[config.mk]
export PLATFORM = sky130hd
export DESIGN_NAME = operand_address_generator
export DESIGN_NICKNAME = d
export VERILOG_FILES = /design/src/operand_addr_pkg.sv /design/src/gpr_pick.sv /design/src/operand_address_generator.sv
export SDC_FILE = /design/constraint.sdc
export NUM_CORES = 1
export LEC_CHECK = 0
export BUFFER_PORTS_ARGS = -buffer_cell sky130_fd_sc_hd__buf_2
export CORE_AREA = 2 2 226 228
export CTS_BUF_LIST = sky130_fd_sc_hd__clkbuf_8
export DETAILED_ROUTE_END_ITERATION = 7
export DIE_AREA = 0 0 228 230
export SETUP_SLACK_MARGIN = 0.4
export SYNTH_ARGS = -nofsm -noshare
export SYNTH_HDL_FRONTEND = slang
export SYNTH_SLANG_ARGS = --single-unit
[constraint.sdc]
create_clock -name sys_clk -period 12.4 [get_ports sys_clk]
set_input_delay 1.86 -clock sys_clk [delete_from_list [all_inputs] [get_ports sys_clk]]
set_output_delay 1.86 -clock sys_clk [all_outputs]
set_load 0.02 [all_outputs]
[src/operand_addr_pkg.sv]
package operand_addr_pkg;

  // special opcodes recognised directly from the opcode byte
  localparam logic [7:0]  OPC_PUSH_PAIR3   = 8'hB5;
  localparam logic [7:0]  OPC_LOAD_A_PAIR3 = 8'h85;

  // byte register codes within a bank
  localparam logic [2:0]  REG_X = 3'h0;
  localparam logic [2:0]  REG_A = 3'h1;
  localparam logic [2:0]  REG_C = 3'h2;
  localparam logic [2:0]  REG_B = 3'h3;

  // register pair codes within a bank
  localparam logic [1:0]  PAIR_AX = 2'h0;
  localparam logic [1:0]  PAIR_DE = 2'h2;
  localparam logic [1:0]  PAIR_HL = 2'h3;

  // opcode field positions
  localparam int          REG_FIELD_LSB  = 0;
  localparam int          PAIR_FIELD_LSB = 1;

  // register file geometry: four banks of eight bytes
  localparam int          GPR_BITS = 256;

  // short direct window
  localparam logic [6:0]  SADDR_UPPER   = 7'h7F;
  localparam logic [7:0]  SADDR_WRAP_LO = 8'h20;

  // special register page and the hole that it does not reach
  localparam logic [7:0]  SFR_PAGE   = 8'hFF;
  localparam logic [7:0]  SFR_GAP_LO = 8'hD0;
  localparam logic [7:0]  SFR_GAP_HI = 8'hDF;

  // internal high-speed ram bounds for stack accesses
  localparam logic [15:0] HRAM_LO = 16'hFE20;
  localparam logic [15:0] HRAM_HI = 16'hFEFF;

  // reset values
  localparam logic [15:0] ADDR_RST = 16'h0000;
  localparam logic [4:0]  IDX_RST  = 5'h00;

  typedef enum logic [4:0] {
    OC_NONE       = 5'h00,
    OC_BYTE_MUL   = 5'h01,
    OC_WORD_DIV   = 5'h02,
    OC_DEC_ADJ    = 5'h03,
    OC_NIB_ROT    = 5'h04,
    OC_REG8       = 5'h05,
    OC_REG16      = 5'h06,
    OC_DIRECT     = 5'h07,
    OC_SADDR      = 5'h08,
    OC_SADDRP     = 5'h09,
    OC_SFR        = 5'h0A,
    OC_SFRP       = 5'h0B,
    OC_IND_DE     = 5'h0C,
    OC_IND_HL     = 5'h0D,
    OC_BASED      = 5'h0E,
    OC_BASED_B    = 5'h0F,
    OC_BASED_C    = 5'h10,
    OC_PUSH       = 5'h11,
    OC_POP        = 5'h12,
    OC_CALL       = 5'h13,
    OC_RET        = 5'h14,
    OC_INTR       = 5'h15
  } op_class_t;

  typedef enum logic [1:0] {
    ST_IDLE = 2'b00,
    ST_CALC = 2'b01,
    ST_DONE = 2'b11
  } state_t;

endpackage

[src/gpr_pick.sv]
`timescale 1ns/1ns
// reads one byte or one pair out of the banked register snapshot
module gpr_pick
  import operand_addr_pkg::*;
#(
  parameter int NB = 1
) (
  input  wire logic [GPR_BITS-1:0] gpr,
  input  wire logic [4:0]          idx,
  output logic      [8*NB-1:0]     data
);

  logic [7:0] base_bit;

  // pairs are always picked at an even index, so the slice never runs off the top
  assign base_bit = {idx, 3'b000};
  assign data     = gpr[base_bit +: 8*NB];

endmodule

[src/operand_address_generator.sv]
`timescale 1ns/1ns
// Functional notes
// - multiply implicitly takes A as multiplicand and AX as product destination
// - word divide implicitly uses AX as dividend source and quotient destination
// - decimal adjust implicitly uses A as source and destination
// - nibble rotate implicitly uses A as the digit holder
// - multiply forms 16-bit product of A and X, stored into AX
// - register selected by both bank select bits joined with the code field
// - byte register comes from a 3-bit opcode field, eight per bank
// - codes 0..7 map X,A,C,B,E,D,L,H; pairs 0..3 map AX,BC,DE,HL
// - direct mode takes 16-bit address, low byte first then high
// - short direct reaches only the 256-byte window from one operand byte
// - bit 8 clear for operand 20H..FFH, set for 00H..1FH
// - short direct pair operand must be at an even address
// - special register address is page base plus byte, gap excluded
// - special register pair operand must be at an even address
// - register indirect uses whole DE or HL of the active bank
// - based mode adds zero-extended displacement to HL, carry dropped
// - based indexed adds zero-extended B or C to HL, carry dropped
// - stack addressing via stack pointer for push, pop, call, return, interrupt
// - stack accesses must stay inside internal high-speed ram; only the first byte's address is checked for a fault
// - opcode B5H decodes as push of the DE pair
// - opcode 85H decodes as load A from memory at DE
module operand_address_generator
  import operand_addr_pkg::*;
(
  input  wire logic                sys_clk,
  input  wire logic                sys_rst,
  input  wire logic                instr_valid,
  input  wire logic [4:0]          op_class,
  input  wire logic [7:0]          opcode,
  input  wire logic [7:0]          operand_lo,
  input  wire logic [7:0]          operand_hi,
  input  wire logic                bank_select_low,
  input  wire logic                bank_select_high,
  input  wire logic [15:0]         stack_ptr,
  input  wire logic [GPR_BITS-1:0] gpr_bytes,
  output logic                     instr_ready,
  output logic                     result_valid,
  output logic                     src_used,
  output logic [4:0]               src_idx,
  output logic                     dst_used,
  output logic [4:0]               dst_idx,
  output logic                     pair_op,
  output logic                     mem_used,
  output logic [15:0]              mem_addr,
  output logic                     stack_used,
  output logic [15:0]              stack_addr,
  output logic                     product_valid,
  output logic [15:0]              product,
  output logic                     addr_fault
);

  state_t          state_reg;
  state_t          state_next;

  op_class_t       class_reg;
  logic [7:0]      opcode_reg;
  logic [7:0]      op_lo_reg;
  logic [7:0]      op_hi_reg;
  logic [1:0]      bank_reg;
  logic [15:0]     sp_reg;
  logic [GPR_BITS-1:0] gpr_reg;

  logic            take;

  op_class_t       eff_class;
  logic [1:0]      eff_pair;
  logic [2:0]      field_reg8;
  logic [1:0]      field_pair;

  logic [4:0]      idx_a;
  logic [4:0]      idx_x;
  logic [4:0]      idx_b;
  logic [4:0]      idx_c;
  logic [4:0]      idx_ax;
  logic [4:0]      idx_hl;
  logic [4:0]      idx_ind;
  logic [4:0]      idx_r8;
  logic [4:0]      idx_rp;

  logic [7:0]      val_a;
  logic [7:0]      val_x;
  logic [7:0]      val_b;
  logic [7:0]      val_c;
  logic [15:0]     val_hl;
  logic [15:0]     val_ind;

  logic [15:0]     saddr_ea;
  logic [15:0]     sfr_ea;
  logic [15:0]     sp_dec;

  logic            src_used_next;
  logic [4:0]      src_idx_next;
  logic            dst_used_next;
  logic [4:0]      dst_idx_next;
  logic            pair_op_next;
  logic            mem_used_next;
  logic [15:0]     mem_addr_next;
  logic            stack_used_next;
  logic [15:0]     stack_addr_next;
  logic            product_valid_next;
  logic [15:0]     product_next;
  logic            addr_fault_next;

  assign take = instr_valid && instr_ready;

  // sequencing: take, compute, present for one cycle
  always_comb begin
    state_next = state_reg;
    case (state_reg)
      ST_IDLE: begin
        if (take) begin
          state_next = ST_CALC;
        end
      end
      ST_CALC: begin
        state_next = ST_DONE;
      end
      ST_DONE: begin
        state_next = ST_IDLE;
      end
      default: begin
        state_next = ST_IDLE;
      end
    endcase
  end

  always_ff @(posedge sys_clk or posedge sys_rst) begin
    if (sys_rst) begin
      state_reg <= ST_IDLE;
    end else begin
      state_reg <= state_next;
    end
  end

  always_ff @(posedge sys_clk or posedge sys_rst) begin
    if (sys_rst) begin
      instr_ready  <= 1'b1;
      result_valid <= 1'b0;
    end else begin
      instr_ready  <= (state_next == ST_IDLE);
      result_valid <= (state_reg == ST_CALC);
    end
  end

  // bank bits and register contents are frozen at the take, so a bank
  // switch by a later instruction cannot leak into this operand
  always_ff @(posedge sys_clk or posedge sys_rst) begin
    if (sys_rst) begin
      class_reg  <= OC_NONE;
      opcode_reg <= 8'h00;
      op_lo_reg  <= 8'h00;
      op_hi_reg  <= 8'h00;
      bank_reg   <= 2'h0;
      sp_reg     <= ADDR_RST;
      gpr_reg    <= '0;
    end else if (take) begin
      class_reg  <= op_class_t'(op_class);
      opcode_reg <= opcode;
      op_lo_reg  <= operand_lo;
      op_hi_reg  <= operand_hi;
      bank_reg   <= {bank_select_high, bank_select_low};
      sp_reg     <= stack_ptr;
      gpr_reg    <= gpr_bytes;
    end
  end

  // two opcodes are known outright and override the predecoded class
  always_comb begin
    eff_class = class_reg;
    eff_pair  = PAIR_HL;
    if (opcode_reg == OPC_PUSH_PAIR3) begin
      eff_class = OC_PUSH;
      eff_pair  = PAIR_DE;
    end else if (opcode_reg == OPC_LOAD_A_PAIR3) begin
      eff_class = OC_IND_DE;
      eff_pair  = PAIR_DE;
    end else if (class_reg == OC_IND_DE) begin
      eff_pair  = PAIR_DE;
    end
  end

  assign field_reg8 = opcode_reg[REG_FIELD_LSB +: 3];
  assign field_pair = opcode_reg[PAIR_FIELD_LSB +: 2];

  // register index is bank bits on top of the code, pairs at even bytes
  assign idx_a   = {bank_reg, REG_A};
  assign idx_x   = {bank_reg, REG_X};
  assign idx_b   = {bank_reg, REG_B};
  assign idx_c   = {bank_reg, REG_C};
  assign idx_ax  = {bank_reg, PAIR_AX, 1'b0};
  assign idx_hl  = {bank_reg, PAIR_HL, 1'b0};
  assign idx_ind = {bank_reg, eff_pair, 1'b0};
  assign idx_r8  = {bank_reg, field_reg8};
  assign idx_rp  = {bank_reg, field_pair, 1'b0};

  gpr_pick #(.NB(1)) pick_a (
    .gpr  (gpr_reg),
    .idx  (idx_a),
    .data (val_a)
  );

  gpr_pick #(.NB(1)) pick_x (
    .gpr  (gpr_reg),
    .idx  (idx_x),
    .data (val_x)
  );

  gpr_pick #(.NB(1)) pick_b (
    .gpr  (gpr_reg),
    .idx  (idx_b),
    .data (val_b)
  );

  gpr_pick #(.NB(1)) pick_c (
    .gpr  (gpr_reg),
    .idx  (idx_c),
    .data (val_c)
  );

  gpr_pick #(.NB(2)) pick_hl (
    .gpr  (gpr_reg),
    .idx  (idx_hl),
    .data (val_hl)
  );

  gpr_pick #(.NB(2)) pick_ind (
    .gpr  (gpr_reg),
    .idx  (idx_ind),
    .data (val_ind)
  );

  // operand 00H..1FH folds up into the sfr block above the ram
  assign saddr_ea = {SADDR_UPPER, (op_lo_reg < SADDR_WRAP_LO), op_lo_reg};
  assign sfr_ea   = {SFR_PAGE, op_lo_reg};
  assign sp_dec   = sp_reg - 16'h0001;

  always_comb begin
    src_used_next      = 1'b0;
    src_idx_next       = IDX_RST;
    dst_used_next      = 1'b0;
    dst_idx_next       = IDX_RST;
    pair_op_next       = 1'b0;
    mem_used_next      = 1'b0;
    mem_addr_next      = ADDR_RST;
    stack_used_next    = 1'b0;
    stack_addr_next    = ADDR_RST;
    product_valid_next = 1'b0;
    product_next       = 16'h0000;
    addr_fault_next    = 1'b0;
    case (eff_class)
      OC_BYTE_MUL: begin
        src_used_next      = 1'b1;
        src_idx_next       = idx_a;
        dst_used_next      = 1'b1;
        dst_idx_next       = idx_ax;
        product_valid_next = 1'b1;
        product_next       = {8'h00, val_a} * {8'h00, val_x};
      end
      OC_WORD_DIV: begin
        pair_op_next  = 1'b1;
        src_used_next = 1'b1;
        src_idx_next  = idx_ax;
        dst_used_next = 1'b1;
        dst_idx_next  = idx_ax;
      end
      OC_DEC_ADJ: begin
        src_used_next = 1'b1;
        src_idx_next  = idx_a;
        dst_used_next = 1'b1;
        dst_idx_next  = idx_a;
      end
      OC_NIB_ROT: begin
        src_used_next = 1'b1;
        src_idx_next  = idx_a;
        dst_used_next = 1'b1;
        dst_idx_next  = idx_a;
      end
      OC_REG8: begin
        src_used_next = 1'b1;
        src_idx_next  = idx_r8;
        dst_used_next = 1'b1;
        dst_idx_next  = idx_r8;
      end
      OC_REG16: begin
        pair_op_next  = 1'b1;
        src_used_next = 1'b1;
        src_idx_next  = idx_rp;
        dst_used_next = 1'b1;
        dst_idx_next  = idx_rp;
      end
      OC_DIRECT: begin
        mem_used_next = 1'b1;
        mem_addr_next = {op_hi_reg, op_lo_reg};
      end
      OC_SADDR: begin
        mem_used_next = 1'b1;
        mem_addr_next = saddr_ea;
      end
      OC_SADDRP: begin
        pair_op_next    = 1'b1;
        mem_used_next   = 1'b1;
        mem_addr_next   = saddr_ea;
        addr_fault_next = op_lo_reg[0];
      end
      OC_SFR: begin
        mem_used_next   = 1'b1;
        mem_addr_next   = sfr_ea;
        addr_fault_next = (op_lo_reg >= SFR_GAP_LO) && (op_lo_reg <= SFR_GAP_HI);
      end
      OC_SFRP: begin
        pair_op_next    = 1'b1;
        mem_used_next   = 1'b1;
        mem_addr_next   = sfr_ea;
        // which sfrs take word access is not known here; only parity and gap
        addr_fault_next = op_lo_reg[0] ||
                          ((op_lo_reg >= SFR_GAP_LO) && (op_lo_reg <= SFR_GAP_HI));
      end
      OC_IND_DE, OC_IND_HL: begin
        mem_used_next = 1'b1;
        mem_addr_next = val_ind;
        if (opcode_reg == OPC_LOAD_A_PAIR3) begin
          dst_used_next = 1'b1;
          dst_idx_next  = idx_a;
        end
      end
      OC_BASED: begin
        mem_used_next = 1'b1;
        mem_addr_next = val_hl + {8'h00, op_lo_reg};
      end
      OC_BASED_B: begin
        mem_used_next = 1'b1;
        mem_addr_next = val_hl + {8'h00, val_b};
      end
      OC_BASED_C: begin
        mem_used_next = 1'b1;
        mem_addr_next = val_hl + {8'h00, val_c};
      end
      OC_PUSH, OC_CALL, OC_INTR: begin
        // first byte goes below the current top of stack
        stack_used_next = 1'b1;
        stack_addr_next = sp_dec;
        addr_fault_next = (sp_dec < HRAM_LO) || (sp_dec > HRAM_HI);
        if (eff_class == OC_PUSH) begin
          pair_op_next  = 1'b1;
          src_used_next = 1'b1;
          src_idx_next  = idx_ind;
        end
      end
      OC_POP, OC_RET: begin
        stack_used_next = 1'b1;
        stack_addr_next = sp_reg;
        addr_fault_next = (sp_reg < HRAM_LO) || (sp_reg > HRAM_HI);
      end
      default: begin
        src_used_next = 1'b0;
      end
    endcase
  end

  // results are loaded in the compute state and held until the next one
  always_ff @(posedge sys_clk or posedge sys_rst) begin
    if (sys_rst) begin
      src_used      <= 1'b0;
      src_idx       <= IDX_RST;
      dst_used      <= 1'b0;
      dst_idx       <= IDX_RST;
      pair_op       <= 1'b0;
      mem_used      <= 1'b0;
      mem_addr      <= ADDR_RST;
      stack_used    <= 1'b0;
      stack_addr    <= ADDR_RST;
      product_valid <= 1'b0;
      product       <= 16'h0000;
      addr_fault    <= 1'b0;
    end else if (state_reg == ST_CALC) begin
      src_used      <= src_used_next;
      src_idx       <= src_idx_next;
      dst_used      <= dst_used_next;
      dst_idx       <= dst_idx_next;
      pair_op       <= pair_op_next;
      mem_used      <= mem_used_next;
      mem_addr      <= mem_addr_next;
      stack_used    <= stack_used_next;
      stack_addr    <= stack_addr_next;
      product_valid <= product_valid_next;
      product       <= product_next;
      addr_fault    <= addr_fault_next;
    end
  end

endmodule

Word level (Yosys, flattened, before mapping)
Index checks and enable logic that the tools add are counted.
{ "classes": {"n_reduce_logical": 19, "n_shift": 6, "mul": 1, "n_lt_le_gt_ge": 7, "eq_ne": 25, "n_addsub": 4, "n_mux": 23} }
{ "ops": {"columns": ["op", "n"], "rows": [
  ["$shiftx A256 B9 Y8", 4],
  ["$shiftx A256 B9 Y16", 2],
  ["$pmux W16 S7", 1],
  ["$pmux W5 S5", 2],
  ["$add A16 B8 Y16", 3],
  ["$eq A5 B4 Y1 const B", 9],
  ["$gt A16 B16 Y1 const B", 2],
  ["$lt A16 B16 Y1 const B", 2],
  ["$pmux W16 S2", 1],
  ["$eq A5 B5 Y1 const B", 6],
  ["$eq A5 B3 Y1 const B", 4],
  ["$mux W5", 4],
  ["$eq A8 B8 Y1 const B", 2],
  ["$mul A8 B8 Y16", 1],
  ["$mux W16", 1],
  ["$sub A16 B1 Y16 const B", 1],
  ["$reduce_or A2 Y1", 6],
  ["$eq A5 B2 Y1 const B", 2],
  ["$reduce_or A10 Y1", 1],
  ["$ge A8 B8 Y1 const B", 1],
  ["$le A8 B8 Y1 const B", 1],
  ["$lt A8 B6 Y1 const B", 1],
  ["$mux W1", 8],
  ["$pmux W1 S2", 3],
  ["other kinds (12)", 17]
]} }
{ "word_totals": {"out_inout_bits": 67, "ff_bits": 372, "in_bits": 306, "elab_cells": 107} }

Longest topological paths before layout
Gate-level depths: netlist of run 1.
{ "logic_depth": {"word_depth": 6, "mapped_depth": 20, "depth_no_buf": 17} }

Hierarchy
Synthesis of run 1 repeated with hierarchy kept, for this count alone.
{ "unflattened": {"cells_unflattened": 2856, "hier_area_um2": 33872.5} }
{ "modules_own_cells": {"columns": ["mod", "cells_per_inst", "instances", "seq_area_each_um2", "area_each_um2"], "rows": [
  ["operand_address_generator", 1416, 1, 9285.2, 17624.4],
  ["gpr_pick (pick_hl ...)", 506, 2, 0.0, 4135.2],
  ["gpr_pick (pick_a ...)", 107, 4, 0.0, 1994.4]
]} }

Worst setup path before layout of run 1
No wires, ideal clock.
{ "synth_path": {"path_type": "register to register", "from": "register bank_reg[0]", "to": "register product[14]", "t_required_ns": 12.331, "slack_ns": 6.784, "arrival_ns": 5.548, "synth_period_minus_slack_ns": 5.616, "setup_time_ns": 0.069, "n_path_buf": 3, "path_stages_with_launch": 18, "path_cell_list": "dfrtp_1 buf_2 buf_2 buf_2 mux4_2 and2_1 fa_1 inv_1 fa_1 fa_1 fa_1 inv_1 ha_1 or3_1 a211oi_1 o21ai_0 a2111o_1 nand3_1"} }
{ "synth_via": {"elab_chain_len": 3} }
{ "synth_lines": {"columns": ["item", "line_no", "text"], "rows": [
  ["start, declared", "operand_address_generator.sv:61", "logic [1:0] bank_reg;"],
  ["start signal, assigned", "operand_address_generator.sv:163", "bank_reg <= {bank_select_high, bank_select_low};"],
  ["$shiftx A256 B9 Y8", "gpr_pick.sv:17", "assign data = gpr[base_bit +: 8*NB];"],
  ["$mul A8 B8 Y16 *", "operand_address_generator.sv:259", "product_next = {8'h00, val_a} * {8'h00, val_x};"],
  ["$mux W16 *", "operand_address_generator.sv:252", "case (eff_class)"],
  ["end signal, assigned", "operand_address_generator.sv:388", "product <= product_next;"],
  ["end, declared", "operand_address_generator.sv:50", "output logic [15:0] product,"]
]} }
Mark *: on every way between the ends. The rest lies on a longest branch, timed or not.
A chain may end at the register's enable or synchronous reset.

Worst setup path after layout of run 1
Same ends and word-level chain as after synthesis.

==> impl_metrics.env, run 1 <==
export IMPL_status="finished, final reports clean"
export IMPL_period_needed_ps=6185
export IMPL_cts_root_buf="clkbuf_8"
export IMPL_max_stage_delay_ps=710
export IMPL_crit_family="adder cells"
export IMPL_avgRoutedWirePerCell_um=21.74
export IMPL_rsz0062_at_grt="no"
export IMPL_antenna_found_initial=32
export IMPL_cts_hold_buffers=0
export IMPL_fin_crit_sh_pct=49.88
export IMPL_hp_start="stack_addr[0]$_DFFE_PP0P_"
export IMPL_hold_viol=0
export IMPL_area_delta_synth_final_pct=20.49
export IMPL_required_ps=12960
export IMPL_syn_area_sq_um=19770
export IMPL_hold_depth=2
export IMPL_ys_async_sr_fraction_pct=100.0
export IMPL_crit_path_end_kind="flop"
export IMPL_routed_wl_um=58670
export IMPL_drc=0
export IMPL_cts_setup_buffers=0
export IMPL_slowest_stage="dfrtp_4"
export IMPL_synth_edf_count=0
export IMPL_rr_startpoint="bank_reg[0]$_DFFE_PP0P_"
export IMPL_relSlewSlack_pct=20.04
export IMPL_setup_viol=0
export IMPL_cts_sink_count=371
export IMPL_critical_path_class="flop to flop"
export IMPL_hpwl_um=44000
export IMPL_clk_latency_ps=660
export IMPL_gp_congestion=0.8544
export IMPL_crit_buf_inv=3
export IMPL_final_nets=2352
export IMPL_vias_per_cell=5.327
export IMPL_antenna_left=0
export IMPL_vias=14380
export IMPL_path_max_fanout=31
export IMPL_critPathMostFrequentCell="fa_1"
export IMPL_slew_violations=0
export IMPL_clock_skew_ps=42.22
export IMPL_routed_top_layer="met5"
export IMPL_drt_iter0_drc=952
export IMPL_tns_ps=0
export IMPL_yosysWarnings=0
export IMPL_ys_types=75
export IMPL_ys_flop_type="dfrtp_1"
export IMPL_initial_core_util_pct=39.65
export IMPL_cts_buffers=71
export IMPL_core_rowCount=82
export IMPL_die_area_sq_um=52440
export IMPL_grt_ovfl_total=0
export IMPL_maxCapViolCount=0
export IMPL_largest_register_ffs=256
export IMPL_path_cells="buf_4 > mux4_2 > and2_1 > fa_1 > inv_1 > fa_1 > fa_1 > fa_1 > inv_1 > ha_1 > or3_1 > a211oi_1 > o21ai_0 > a2111o_1 > nand3_1"
export IMPL_wl_met3_um=4308
export IMPL_cts_tree="yes"
export IMPL_coreArea_sq_um=49860
export IMPL_worst_setup_path_start_kind="flop"
export IMPL_seq_area_frac_synth_pct=46.96
export IMPL_clkTransAtPathRegs_ps=50
export IMPL_max_freq_mhz=161.7
export IMPL_rr_endpoint="product[14]$_DFFE_PP0P_"
export IMPL_grt_pass1_wl_um=90160
export IMPL_grtUsageTotal_pct=22.54
export IMPL_r2r_slack_ps=6220
export IMPL_syn_num_nets=1983
export IMPL_grt_max_degree=181
export IMPL_cts_resized=0
export IMPL_whs_endpoint="stack_addr[0]$_DFFE_PP0P_"
export IMPL_reg2reg_depth=15
export IMPL_wl_met2_um=26690
export IMPL_chipHeight_um=230
export IMPL_ios=373
export IMPL_synth_seq_cells=371
export IMPL_syn_avg_cell_area_sq_um=12.40
export IMPL_clockBufferDepth=3
export IMPL_port_buffers=372
export IMPL_first_pass_iters=5
export IMPL_drive_above_1_share_pct=43.95
export IMPL_synthCells=1594
export IMPL_cts_max_level=3
export IMPL_first_global_vias=15020
export IMPL_wl_met1_um=26280
export IMPL_die_w_um=228
export IMPL_worstPathArrival_ps=6740
export IMPL_worstMarginPinSlew_ps=1199
export IMPL_hold_path_class="flop to flop"
-- final cells by class --
class,instances,area [sq um]
clock inverter,29,224.0
multi-input combinational,1051,9809
antenna,11,27.53
tap,672,840.8
inverter,81,307.8
clock buffer,97,1335
timing repair buffer,387,1987
sequential,371,9293
fill,4675,26040
-- worst max-delay path by stage --
stage | from | to | slack (ps) | cells past startpoint
final | bank_reg[0]$_DFFE_PP0P_ | product[14]$_DFFE_PP0P_ | 6220 | 15
after global routing | bank_reg[0]$_DFFE_PP0P_ | product[14]$_DFFE_PP0P_ | 5850 | 15
after CTS | bank_reg[0]$_DFFE_PP0P_ | product[14]$_DFFE_PP0P_ | 6120 | 15
after detailed placement | bank_reg[0]$_DFFE_PP0P_ | product[12]$_DFFE_PP0P_ | 6130 | 15
after global placement | bank_reg[0]$_DFFE_PP0P_ | product[14]$_DFFE_PP0P_ | 6190 | 15
after floorplan | sys_rst | addr_fault$_DFFE_PP0P_ | 5560 | 1
-- layout by cell type, fill, tap and decap left out, types with 5 or more instances in the layout --
cell type  netlist  final
a211oi_1         5      5
nand2_1        106    106
o21a_1           9      9
or2_2            8      8
inv_1           81     97
fa_1            37     37
o211ai_1         5      5
buf_2           12    372
o21ai_0         50     50
nor2b_1          5      5
o31ai_1         21     21
nor4_1          11     11
a31oi_1         18     18
xnor2_1         14     14
mux2i_1         26     26
a22oi_1         11     11
dfrtp_1        370    368
a21oi_1         41     41
ha_1            46     46
and3_1           5      5
mux4_2          70     70
nor2_1          85     84
mux2_2         296    296
or3_1            6      6
xor2_1           9      9
buf_4            2     14
diode_2          0     11
nand3_1         18     18
a21o_1           9      9
and2_1          32     31
nand2b_1         8      7
nor3_1          17     17
clkbuf_8         0     97
a221oi_1        20     20
-- per-stage QoR --
stage	setup slack, ps	utilization [%]	instance area, sq um	instances	hold WS [ps]
after floorplan	5561	-	19780	1594	475.2
after global placement	6195	44.60	22240	2562	456.8
after detailed placement	6126	44.60	22240	2562	467.4
after CTS	6121	47.72	23800	2688	479.6
after global routing	5850	47.76	23810	2695	508.3
final	6215	47.78	23820	2699	468.7
-- cell usage after synthesis, types with 12 or more instances --
master	number	area [sq um]
a21oi_1	41	205.2
buf_2	12	60.06
a221oi_1	20	175.2
mux2i_1	26	260.3
and2_1	32	200.2
xnor2_1	14	122.6
clkbuf_1	68	255.2
inv_1	81	304.0
a31oi_1	18	112.6
o21ai_0	50	250.2
nand2_1	106	397.9
mux4_2	70	1577
mux2_2	296	3333
dfrtp_1	370	9259
nor2_1	85	319.1
ha_1	46	575.6
nor3_1	17	85.08
fa_1	37	740.7
o31ai_1	21	157.7
nand3_1	18	90.09
-- cell families (layout without fill, tap and decap cells) --
| logic type | count (synthesis) | count (layout) | share of synthesized area (%) |
|---|---|---|---|
| flops | 371 | 371 | 46.96 |
| buf+inv | 172 | 594 | 3.493 |
| other cells | 0 | 11 | 0 |
| mux | 392 | 392 | 26.15 |
| simple gates | 334 | 334 | 8.302 |
| xor+xnor | 23 | 23 | 1.019 |
| compound gates | 219 | 219 | 7.423 |
| fa+ha+maj | 83 | 83 | 6.657 |
-- worst min-delay path, stage by stage, from the launching register on --
cell and delay [ps]:
dfrtp_1 330, nand2_1 40, o21ai_0 60
-- layer usage --
metal | track usage (%) | vias to the layer above
met3 | 7.502 | 124
li1 | - | 6550
met5 | 0 | -
met1 | 30.30 | 7231
met4 | 5.535 | 36
met2 | 35.24 | 436
Power of run 1 is left out: the tool's default activity adds up to more than one toggle a clock period on the data nets, which glitch-free logic cannot reach.
==> inputs of run 2 (changes only) <==
clock period = 5 ns   (was 12.4 ns; I/O delays follow)
==> run 2 against run 1 <==
Net effect: worst hold slack got worse by 160 ps; utilization increased by 0.60 points; count of clock-buffer cells in the layout decreased by 16; non-clock buffer count increased by 27; final cell count is 0.74% higher; wire length is 3.7% lower; critical path depth rose by 2; cell area is 1.3% higher; clock skew is 0.72 ps higher.
==> impl_metrics.env, run 2 (synthesized netlist as in run 1, its figures left out) <==
export IMPL_status="finished, final reports clean"
export IMPL_clk_latency_ps=660
export IMPL_routed_wl_um=56490
export IMPL_hold_viol=0
export IMPL_cts_sink_count=371
export IMPL_reg2reg_depth=17
export IMPL_clock_skew_ps=42.94
export IMPL_ios=373
export IMPL_cts_tree="yes"
export IMPL_cts_hold_buffers=0
export IMPL_first_global_vias=15210
export IMPL_rr_endpoint="product[14]$_DFFE_PP0P_"
export IMPL_path_max_fanout=6
export IMPL_grt_pass1_wl_um=87980
export IMPL_required_ps=5560
export IMPL_antenna_left=0
export IMPL_grtUsageTotal_pct=21.71
export IMPL_cts_root_buf="clkbuf_8"
export IMPL_antenna_found_initial=23
export IMPL_worstMarginPinSlew_ps=993.9
export IMPL_slew_violations=0
export IMPL_fin_util_pct=48.38
export IMPL_setup_slack_ps=36.02
export IMPL_coreArea_sq_um=49860
export IMPL_dpl_cell_area_sq_um=22500
export IMPL_drt_iter0_drc=960
export IMPL_first_pass_iters=5
export IMPL_vias=14420
export IMPL_drc=0
export IMPL_worst_setup_path_start_kind="flop"
export IMPL_final_design_area_no_fill_sq_um=24120
export IMPL_cts_max_level=3
export IMPL_initial_core_util_pct=39.65
export IMPL_avgRoutedWirePerCell_um=20.77
export IMPL_die_area_sq_um=52440
export IMPL_drive_above_1_share_pct=46.00
export IMPL_vias_per_cell=5.303
export IMPL_grt_max_degree=127
export IMPL_worstPathArrival_ps=5520
export IMPL_period_needed_ps=4964
export IMPL_fin_crit_sh_pct=99.28
export IMPL_chipHeight_um=230
export IMPL_pre_cts_slack_ps=-65.18
export IMPL_maxCapViolCount=0
export IMPL_clockBufferDepth=3
export IMPL_clkTransAtPathRegs_ps=70
export IMPL_rsz0062_at_grt="yes"
export IMPL_cts_buffers=68
export IMPL_critical_path_class="flop to flop"
export IMPL_port_buffers=372
export IMPL_hold_slack_ps=311.7
export IMPL_final_common_cell="buf_2"
export IMPL_hpwl_um=41880
export IMPL_grt_ovfl_total=0
export IMPL_crit_path_end_kind="flop"
export IMPL_r2r_slack_ps=40
export IMPL_max_freq_mhz=201.5
export IMPL_setup_viol=0
export IMPL_rr_startpoint="bank_reg[0]$_DFFE_PP0P_"
export IMPL_largest_register_ffs=256
export IMPL_mostFrequentLayoutCells="buf_2, dfrtp_1, mux2_2, nand2_1, inv_1"
export IMPL_area_delta_synth_final_pct=22.00
export IMPL_final_nets=2376
export IMPL_hold_path_class="input pin to asynchronous set/reset pin"
export IMPL_relSlewSlack_pct=33.50
export IMPL_gp_congestion=0.8569
export IMPL_core_rowCount=82
export IMPL_die_w_um=228
[run 2: worst max-delay path by stage]
stage | from | to | depth (start not counted)
after floorplan | sys_rst | addr_fault$_DFFE_PP0P_ | 1
after global placement | bank_reg[0]$_DFFE_PP0P_ | product[14]$_DFFE_PP0P_ | 14
after detailed placement | bank_reg[0]$_DFFE_PP0P_ | product[14]$_DFFE_PP0P_ | 14
after CTS | bank_reg[0]$_DFFE_PP0P_ | product[14]$_DFFE_PP0P_ | 17
after global routing | bank_reg[0]$_DFFE_PP0P_ | product[14]$_DFFE_PP0P_ | 17
final | bank_reg[0]$_DFFE_PP0P_ | product[14]$_DFFE_PP0P_ | 17
[run 2: area by class of cell]
type | instances | area, sq um
timing repair buffer | 414 | 2258
multi-input combinational | 1051 | 9940
clock inverter | 39 | 344.1
fill | 4601 | 25740
sequential | 371 | 9293
tap | 672 | 840.8
clock buffer | 81 | 1115
antenna | 10 | 25.02
inverter | 81 | 307.8
[run 2: per-stage QoR]
stage	setup TNS [ps]	cells
2_1_floorplan	-269850	1594
3_3_place_gp	0	2577
3_5_place_dp	-65.18	2577
4_1_cts	0	2708
5_1_grt	-566.1	2718
6_report	0	2719
[run 2: routing by layer]
| metal | share of wire (%) | track usage, % | up-vias | wire length (um) |
|---|---|---|---|---|
| met1 | 42 | 27.18 | 7214 | 23460 |
| met2 | 48 | 35.07 | 446 | 26990 |
| li1 | - | - | 6610 | - |
| met4 | 3.2 | 8.987 | 22 | 1831 |
| met3 | 7.2 | 6.634 | 127 | 4071 |
| met5 | 0.23 | 0 | - | 131 |
[run 2: critical path, cell delays in order, from the launching register on]
cell and delay (ps):
dfrtp_4 520, buf_6 150, buf_6 120, mux4_2 440
nand2_1 90, fa_1 500, inv_2 40, fa_1 500
fa_1 560, inv_2 40, fa_1 520, inv_1 40
ha_2 180, or3_4 350, a211oi_4 220, o21ai_1 120
a2111o_1 390, nand3_1 80
[run 2: what timing repair did]
action | CTS | global route
gates cloned | 0 | 0
resized for setup | 9 | 8
endpoints found under the setup margin | 7 | 16
buffers inserted | 11 | 1
pin swaps | 3 | 2
Power of run 2 is left out for the same reason.
